[config.mk]
export PLATFORM = sky130hd
export DESIGN_NAME = ddr_security_range_filter
export DESIGN_NICKNAME = d
export VERILOG_FILES = /design/src/include/sec_filter_pkg.sv /design/src/verilog/ddr_security_range_filter.sv /design/src/verilog/range_classifier.sv
export SDC_FILE = /design/constraint.sdc
export NUM_CORES = 2
export LEC_CHECK = 0
export ABC_CLOCK_PERIOD_IN_PS = 8300
export BUFFER_PORTS_ARGS = -buffer_cell sky130_fd_sc_hd__buf_2
export CAP_MARGIN = 0
export CORE_MARGIN = 2
export CORE_UTILIZATION = 48
export DETAILED_ROUTE_END_ITERATION = 10
export PLACE_DENSITY_LB_ADDON = 0.3
export SYNTH_ARGS = -nofsm -noshare
export SYNTH_HDL_FRONTEND = slang
export SYNTH_SLANG_ARGS = --single-unit
[constraint.sdc]
create_clock -name clock -period 8.3 [get_ports clock]
set_input_delay 2.49 -clock clock [delete_from_list [all_inputs] [get_ports clock]]
set_output_delay 2.49 -clock clock [all_outputs]
set_load 0.03 [all_outputs]
[src/include/sec_filter_pkg.sv]
package sec_filter_pkg;

    // ------------------------------------------------------------
    // register word indices (byte address is index times four)
    // ------------------------------------------------------------
    localparam logic [5:0] IDX_CTRL      = 6'h00;
    localparam logic [5:0] IDX_RANGE0    = 6'h01;
    localparam logic [5:0] IDX_RANGE4    = 6'h05;
    localparam logic [5:0] IDX_RANGE5    = 6'h06;
    localparam logic [5:0] IDX_LEVELS    = 6'h07;
    localparam logic [5:0] IDX_PORTS     = 6'h0E;
    localparam logic [5:0] IDX_DEC_RD    = 6'h10;
    localparam logic [5:0] IDX_DEC_WR    = 6'h11;
    localparam logic [5:0] IDX_STATUS    = 6'h14;
    localparam int         PADDR_W       = 8;
    localparam int         WORD_LSB      = 2;

    // ------------------------------------------------------------
    // field layout
    // ------------------------------------------------------------
    localparam int          NUM_RANGES    = 6;
    localparam int          UPDATE_BIT    = 31;
    localparam int          END_LSB       = 16;
    localparam int          START_LSB     = 0;
    localparam int          BOUND_W       = 16;
    localparam int          UNIT_SHIFT    = 16;
    localparam int          DEFAULT_BIT   = 6;
    localparam int          LEVEL_W       = 7;
    localparam int          PORT_RD_LSB   = 0;
    localparam int          PORT_WR_LSB   = 16;
    localparam int          PORT_FIELD_W  = 8;
    localparam logic [31:0] PORTS_MASK    = 32'h00FF_FFFF;
    localparam int          CNT_W         = 16;

    // ------------------------------------------------------------
    // reset values
    // ------------------------------------------------------------
    localparam logic [31:0] RESET_WORD    = 32'h0000_0000;
    localparam logic [15:0] RESET_CNT     = 16'h0000;

endpackage : sec_filter_pkg

[src/verilog/ddr_security_range_filter.sv]
module ddr_security_range_filter (
    input  wire logic        clock,
    input  wire logic        sys_rst,
    input  wire logic        psel,
    input  wire logic        penable,
    input  wire logic        pwrite,
    input  wire logic [7:0]  paddr,
    input  wire logic [31:0] pwdata,
    output logic [31:0]      prdata,
    output logic             pready,
    output logic             pslverr,
    input  wire logic        req_valid,
    input  wire logic        req_from_decoder,
    input  wire logic [1:0]  req_port,
    input  wire logic [3:0]  req_sub,
    input  wire logic        req_write,
    input  wire logic [31:0] req_addr,
    output logic             fwd_valid,
    output logic             fwd_write,
    output logic [31:0]      fwd_addr,
    output logic             fwd_secure,
    output logic             blocked
);

    // ------------------------------------------------------------
    // helpers
    // ------------------------------------------------------------
    // enable bit for requester n and region class
    function automatic logic perm_bit(input logic [31:0] vec,
                                      input logic [3:0]  n,
                                      input logic        sec);
        return vec[{n, sec}];
    endfunction : perm_bit

    // known register index
    function automatic logic is_mapped(input logic [5:0] idx);
        return (idx <= sec_filter_pkg::IDX_LEVELS) ||
               (idx == sec_filter_pkg::IDX_PORTS) ||
               (idx == sec_filter_pkg::IDX_DEC_RD) ||
               (idx == sec_filter_pkg::IDX_DEC_WR) ||
               (idx == sec_filter_pkg::IDX_STATUS);
    endfunction : is_mapped

    // ------------------------------------------------------------
    // state
    // ------------------------------------------------------------
    logic [5:0][31:0] bounds_r;
    logic [5:0][31:0] bounds_nxt;
    logic [5:0][31:0] shadow_bounds_r;
    logic [5:0][31:0] shadow_bounds_nxt;
    logic [6:0]       levels_r;
    logic [6:0]       levels_nxt;
    logic [6:0]       shadow_levels_r;
    logic [6:0]       shadow_levels_nxt;
    logic [31:0]      ports_r;
    logic [31:0]      ports_nxt;
    logic [31:0]      dec_rd_r;
    logic [31:0]      dec_rd_nxt;
    logic [31:0]      dec_wr_r;
    logic [31:0]      dec_wr_nxt;
    logic [31:0]      prdata_r;
    logic [31:0]      prdata_nxt;
    logic [15:0]      viol_cnt_r;
    logic [15:0]      viol_cnt_nxt;
    logic             fwd_valid_r;
    logic             fwd_valid_nxt;
    logic             fwd_write_r;
    logic             fwd_write_nxt;
    logic [31:0]      fwd_addr_r;
    logic [31:0]      fwd_addr_nxt;
    logic             fwd_secure_r;
    logic             fwd_secure_nxt;
    logic             blocked_r;
    logic             blocked_nxt;

    logic [5:0]       idx;
    logic             wr_en;
    logic             rd_setup;
    logic             shadow_update;
    logic             req_secure;
    logic [31:0]      perm_vec;
    logic [3:0]       perm_idx;
    logic             allowed;

    // ------------------------------------------------------------
    // peripheral bus decode
    // ------------------------------------------------------------
    // word index from byte address
    assign idx      = paddr[sec_filter_pkg::WORD_LSB +: 6];
    assign wr_en    = psel && penable && pwrite;
    assign rd_setup = psel && !penable && !pwrite;
    assign pready   = 1'b1;             // zero wait states
    assign pslverr  = psel && penable && !is_mapped(idx);
    assign prdata   = prdata_r;

    assign shadow_update = wr_en && (idx == sec_filter_pkg::IDX_CTRL) &&
                           pwdata[sec_filter_pkg::UPDATE_BIT];

    // ------------------------------------------------------------
    // register file next state
    // ------------------------------------------------------------
    // programmed copies, shadow copies and read data
    always_comb begin
        bounds_nxt        = bounds_r;
        levels_nxt        = levels_r;
        ports_nxt         = ports_r;
        dec_rd_nxt        = dec_rd_r;
        dec_wr_nxt        = dec_wr_r;
        shadow_bounds_nxt = shadow_bounds_r;
        shadow_levels_nxt = shadow_levels_r;
        prdata_nxt        = prdata_r;
        if (wr_en) begin
            // six range words from index 1
            for (int i = 0; i < sec_filter_pkg::NUM_RANGES; i++) begin
                if (idx == 6'(sec_filter_pkg::IDX_RANGE0 + i)) begin
                    bounds_nxt[i] = pwdata;
                end
            end
            case (idx)
                // levels and default, upper bits dropped
                sec_filter_pkg::IDX_LEVELS: begin
                    levels_nxt = pwdata[sec_filter_pkg::LEVEL_W-1:0];
                end
                // top byte unused, middle byte stored
                sec_filter_pkg::IDX_PORTS: begin
                    ports_nxt = pwdata & sec_filter_pkg::PORTS_MASK;
                end
                sec_filter_pkg::IDX_DEC_RD: begin
                    dec_rd_nxt = pwdata;
                end
                sec_filter_pkg::IDX_DEC_WR: begin
                    dec_wr_nxt = pwdata;
                end
                default: begin
                end
            endcase
        end
        // copy programmed ranges into active shadow
        if (shadow_update) begin
            shadow_bounds_nxt = bounds_r;
            shadow_levels_nxt = levels_r;
        end
        // read data latched in setup phase, valid in access phase
        if (rd_setup) begin
            prdata_nxt = sec_filter_pkg::RESET_WORD;
            if (idx >= sec_filter_pkg::IDX_RANGE0 && idx <= sec_filter_pkg::IDX_RANGE5) begin
                prdata_nxt = bounds_r[3'(idx - sec_filter_pkg::IDX_RANGE0)];
            end
            case (idx)
                sec_filter_pkg::IDX_LEVELS: prdata_nxt = {25'h0000000, levels_r};
                sec_filter_pkg::IDX_PORTS:  prdata_nxt = ports_r;
                sec_filter_pkg::IDX_DEC_RD: prdata_nxt = dec_rd_r;
                sec_filter_pkg::IDX_DEC_WR: prdata_nxt = dec_wr_r;
                sec_filter_pkg::IDX_STATUS: prdata_nxt = {16'h0000, viol_cnt_r};
                default: begin
                end
            endcase
        end
    end

    // register file storage
    always_ff @(posedge clock) begin
        if (sys_rst) begin
            bounds_r        <= '0;
            shadow_bounds_r <= '0;
            levels_r        <= 7'h00;
            shadow_levels_r <= 7'h00;
            ports_r         <= sec_filter_pkg::RESET_WORD;
            dec_rd_r        <= sec_filter_pkg::RESET_WORD;
            dec_wr_r        <= sec_filter_pkg::RESET_WORD;
            prdata_r        <= sec_filter_pkg::RESET_WORD;
        end else begin
            bounds_r        <= bounds_nxt;
            shadow_bounds_r <= shadow_bounds_nxt;
            levels_r        <= levels_nxt;
            shadow_levels_r <= shadow_levels_nxt;
            ports_r         <= ports_nxt;
            dec_rd_r        <= dec_rd_nxt;
            dec_wr_r        <= dec_wr_nxt;
            prdata_r        <= prdata_nxt;
        end
    end

    // ------------------------------------------------------------
    // request classification and permission check
    // ------------------------------------------------------------
    range_classifier u_classifier (
        .bounds    (shadow_bounds_r),
        .levels    (shadow_levels_r),
        .addr_unit (req_addr[sec_filter_pkg::UNIT_SHIFT +: sec_filter_pkg::BOUND_W]),
        .secure    (req_secure)
    );

    // select the enable vector of the requester
    always_comb begin
        perm_idx = {2'b00, req_port};
        if (req_from_decoder) begin
            perm_idx = req_sub;
            perm_vec = req_write ? dec_wr_r : dec_rd_r;
        end else if (req_write) begin
            perm_vec = {24'h000000, ports_r[sec_filter_pkg::PORT_WR_LSB +: 8]};
        end else begin
            perm_vec = {24'h000000, ports_r[sec_filter_pkg::PORT_RD_LSB +: 8]};
        end
    end

    assign allowed = perm_bit(perm_vec, perm_idx, req_secure);

    // ------------------------------------------------------------
    // forward or block
    // ------------------------------------------------------------
    // one cycle decision, result registered
    always_comb begin
        fwd_valid_nxt  = 1'b0;
        blocked_nxt    = 1'b0;
        fwd_write_nxt  = fwd_write_r;
        fwd_addr_nxt   = fwd_addr_r;
        fwd_secure_nxt = fwd_secure_r;
        viol_cnt_nxt   = viol_cnt_r;
        if (req_valid) begin
            fwd_valid_nxt = allowed;
            blocked_nxt   = !allowed;
            if (allowed) begin
                fwd_write_nxt  = req_write;
                fwd_addr_nxt   = req_addr;
                fwd_secure_nxt = req_secure;
            end else if (viol_cnt_r != 16'hFFFF) begin
                viol_cnt_nxt = viol_cnt_r + 16'h0001;  // saturating
            end
        end
    end

    // forward path registers
    always_ff @(posedge clock) begin
        if (sys_rst) begin
            fwd_valid_r  <= 1'b0;
            blocked_r    <= 1'b0;
            fwd_write_r  <= 1'b0;
            fwd_addr_r   <= sec_filter_pkg::RESET_WORD;
            fwd_secure_r <= 1'b0;
            viol_cnt_r   <= sec_filter_pkg::RESET_CNT;
        end else begin
            fwd_valid_r  <= fwd_valid_nxt;
            blocked_r    <= blocked_nxt;
            fwd_write_r  <= fwd_write_nxt;
            fwd_addr_r   <= fwd_addr_nxt;
            fwd_secure_r <= fwd_secure_nxt;
            viol_cnt_r   <= viol_cnt_nxt;
        end
    end

    assign fwd_valid  = fwd_valid_r;
    assign fwd_write  = fwd_write_r;
    assign fwd_addr   = fwd_addr_r;
    assign fwd_secure = fwd_secure_r;
    assign blocked    = blocked_r;
endmodule : ddr_security_range_filter

[src/verilog/range_classifier.sv]
module range_classifier (
    input  wire logic [5:0][31:0] bounds,
    input  wire logic [6:0]       levels,
    input  wire logic [15:0]      addr_unit,
    output logic                  secure
);

    // ------------------------------------------------------------
    // region lookup
    // ------------------------------------------------------------
    // scan from the top range down so the lowest numbered hit wins
    always_comb begin
        logic [15:0] lo;
        logic [15:0] hi;
        lo = 16'h0000;
        hi = 16'h0000;
        secure = levels[sec_filter_pkg::DEFAULT_BIT];
        for (int i = sec_filter_pkg::NUM_RANGES - 1; i >= 0; i--) begin
            hi = bounds[i][sec_filter_pkg::END_LSB +: sec_filter_pkg::BOUND_W];
            lo = bounds[i][sec_filter_pkg::START_LSB +: sec_filter_pkg::BOUND_W];
            if (addr_unit >= lo && addr_unit <= hi) begin
                secure = levels[i];
            end
        end
    end

endmodule : range_classifier
==> run summary <==
status - completed
final worst-path setup slack - 1.637 ns
port bufs - 152
vias in the first global route - 22840
multiplexer share of the synthesized area - 6.814%
Max transition margin - 18.15%
total clock sinks - 570
Net Switching - 1.505 mW
synthesized cell area - 27970 sq um
1st-iter DRT viols - 2534
number of flops mapped to enable cells by yosys - 0
max-cap violations - 0
Design Power - 6.031 mW
top routing layer used - met5
Setup WS pre-CTS - 1.469 ns
CP dominant cell by count - buf_4
worst hold path type - flip-flop to flip-flop
Worst path max stage delay - 0.51 ns
Syn. warnings - 0
most common cell after layout, fill and taps aside - nand2_1
Async SR Flop Fraction - 0%
final cell count without fillers - 4366
CP Buf/Inv Count - 3
post-synthesis adder-cell area fraction - 8.858%
Synth Area in Simple Gates - 20.32%
final instance area - 31020 sq um
WP depth - 6
power density cells - 194.4 nW/um^2
CTS-repair resized insts - 0
antenna violations before repair - 5
post-CTS setup buffers - 0
Core ar. - 57700 sq um
CP endpoint kind - output pin
dpl cells - 4258
Synth Instances - 3574
met2 wire length - 38600 um
Final setup viols - 0
worst vdd ir - 150.1 uV
Via density - 5.756
clock latency at the later pin of the worst-skew pair - 0.63 ns
CP top delay family - buffers and inverters
Post-Route Setup TNS - 0 ns
Post-CTS Hold Buffers - 0
crit path time final - 6.663 ns
XOR/XNOR Fraction of Synth Area - 0.06263%
commonest cells after routing, fill and taps aside - nand2_1 (1038), a21oi_1 (615), dfxtp_1 (570)
Reg2Reg Setup Slack - 4.20 ns
critical path's slowest cell - buf_4
routability congestion estimate - 0.8642
Final #Nets - 3838
worst flop-to-flop path endpoint - fwd_addr[30]
share of cells above drive strength 1 - 10.31%
Initial Utilization - 48.47%
Slew @ Worst Pin - 1.228 ns
Distinct cells, synth - 68
1st-pass router iterations - 6
final wirelength - 88930 um
sequential power share - 45.9%
HPWL after DPL - 57600 um
sequential area share after synthesis - 40.80%
crit path kind - primary input to output pin
die width - 245.4 um
skew final - 0.01329 ns
htree depth - 2
critical path data required time - 5.81 ns
pin count of the biggest net entering global routing - 211
Arrival @ worst endpoint - 4.17 ns
placed instance area - 29010 sq um
Internal - 4.526 mW
Yosys reg bits - 570
Compound-Gate Fraction of Synth Area - 16.73%
fin util - 53.76%
Tot GR Track Use - 28.98%
CTS tree - done
Final Hold Violating Endpoints - 0
routed wl met3 - 8195 um
crit start category - primary input
Metal-1 WL - 39330 um
Core Rows - 88
Root Buffer - clkbuf_16
ys flop type - dfxtp_1
first-pass GRT wire length - 135700 um
WL per Instance - 20.37 um
Final Slew Violations - 0
grt total ovfl - 0
reg2reg path depth - 14
clk buf depth - 3
CP Launch Point - paddr[2]
Mean Syn Cell Area - 7.825 sq um
clock slew at reported path FFs - 0.06 ns
CP Cell Sequence - buf_4, buf_4, ha_1, and4b_1, nor3_1, buf_2
fmax - 0.1501 GHz
via count - 25130
clock power share - 45.8%
RSZ-0062 raised after global routing - false
# IOs - 156
Die ar. - 60210 sq um
CTS Buf Count - 59
crit path capture - pslverr
reg2reg start - shadow_bounds_r[171]
Sw Share - 24.95%
WHS Path Cells - 2
Min Hold Slack - 0.4529 ns
drt drc - 0
CP max FO - 30
Post-DRT Antenna Nets - 0
Area Growth Syn to Fin - 10.92%
Comb pwr share - 8.3%
final critical-path share of the clock period - 80.27%
syn nets - 3858
leakage - 10.73 nW
Die Span Y - 245.4 um
main combinational cell family by area after synthesis - simple AND/OR/NAND/NOR gates
## worst register-to-register path: cells and delay by family, from the launching register on
kind / cells / cell delay, ns
AOI/OAI and AO/OA: 10 / 2.33
DFF: 1 / 0.32
buffers and inverters: 2 / 0.46
adders and majority gates: 1 / 0.30
muxes: 1 / 0.61
## routing by layer
metal	track usage, %	up-vias
met5	0	-
met4	9.501	2
met3	4.507	142
met2	44.16	1068
met1	41.80	11870
li1	-	12040
## kinds of logic (layout without fill, tap and decap cells)
| group | Yosys count | in the layout |
|---|---|---|
| AO/OA/AOI/OAI | 832 | 832 |
| XOR/XNOR | 2 | 2 |
| adder cells (fa/ha/maj) | 198 | 198 |
| buffers and inverters | 463 | 487 |
| flip-flops | 570 | 570 |
| multiplexers | 123 | 123 |
| other | 1 | 4 |
| AND/OR/NAND/NOR | 1385 | 1385 |
## cell type report
type / count / area [sq um]
diodes: 3 / 7.507
clock buffers: 83 / 1729
clock inverters: 22 / 276.5
fillers: 5520 / 26680
inverters: 192 / 720.7
multi-input cells: 2541 / 14820
flip-flops and latches: 570 / 11410
well taps: 765 / 957.2
repair buffers: 190 / 1096
## cells in the mapped netlist, types with 6 or more instances
cell	count	share of area, %
nand4_1	35	0.78
a21o_1	14	0.38
and2_1	11	0.25
nor2b_1	16	0.36
a221oi_1	9	0.28
nand2_1	1041	14
ha_1	198	8.9
a221o_1	25	0.89
clkbuf_2	7	0.13
mux4_2	50	4.0
mux2i_1	58	2.1
o21ai_0	73	1.3
o31ai_1	20	0.54
a31o_2	6	0.19
buf_2	6	0.11
and3_1	13	0.29
o211ai_1	7	0.19
a2111oi_0	18	0.56
mux2_2	11	0.44
nor2_1	97	1.3
clkbuf_1	244	3.3
nand2b_1	16	0.36
nor3_1	64	1.1
buf_1	8	0.11
nand3_1	71	1.3
dfxtp_1	570	41
a211oi_1	10	0.27
a21oi_1	615	11
inv_1	192	2.6
## sequential cells by signal, indices dropped and copies added (netlist names)
signal           cells
fwd_secure           1
prdata              32
fwd_write            1
fwd_addr            32
dec_wr_r            32
fwd_valid            1
dec_rd_r            32
viol_cnt_r          16
shadow_levels_r      7
levels_r             7
ports_r             24
shadow_bounds_r    192
blocked              1
bounds_r           192
## power by group through the flow
| stage | registers, mW | logic [mW] | clock network [mW] |
|---|---|---|---|
| 2_1_floorplan | 2.86 | 0.279 | 0 |
| 3_3_place_gp | 2.83 | 0.486 | 0 |
| 3_5_place_dp | 2.83 | 0.491 | 0 |
| 4_1_cts | 2.77 | 0.493 | 2.79 |
| 5_1_grt | 2.77 | 0.536 | 2.91 |
| 6_report | 2.77 | 0.501 | 2.76 |
## how the worst min path moves through the flow
| stage | endpoint | start |
|---|---|---|
| floorplan | shadow_levels_r[6] | shadow_levels_r[6] |
| global placement | shadow_bounds_r[130] | shadow_bounds_r[130] |
| detailed placement | shadow_bounds_r[62] | shadow_bounds_r[62] |
| CTS | shadow_bounds_r[37] | shadow_bounds_r[37] |
| global route | shadow_bounds_r[19] | shadow_bounds_r[19] |
| finish | shadow_bounds_r[174] | shadow_bounds_r[174] |
No activity file was read; power rests on OpenSTA's default activity.
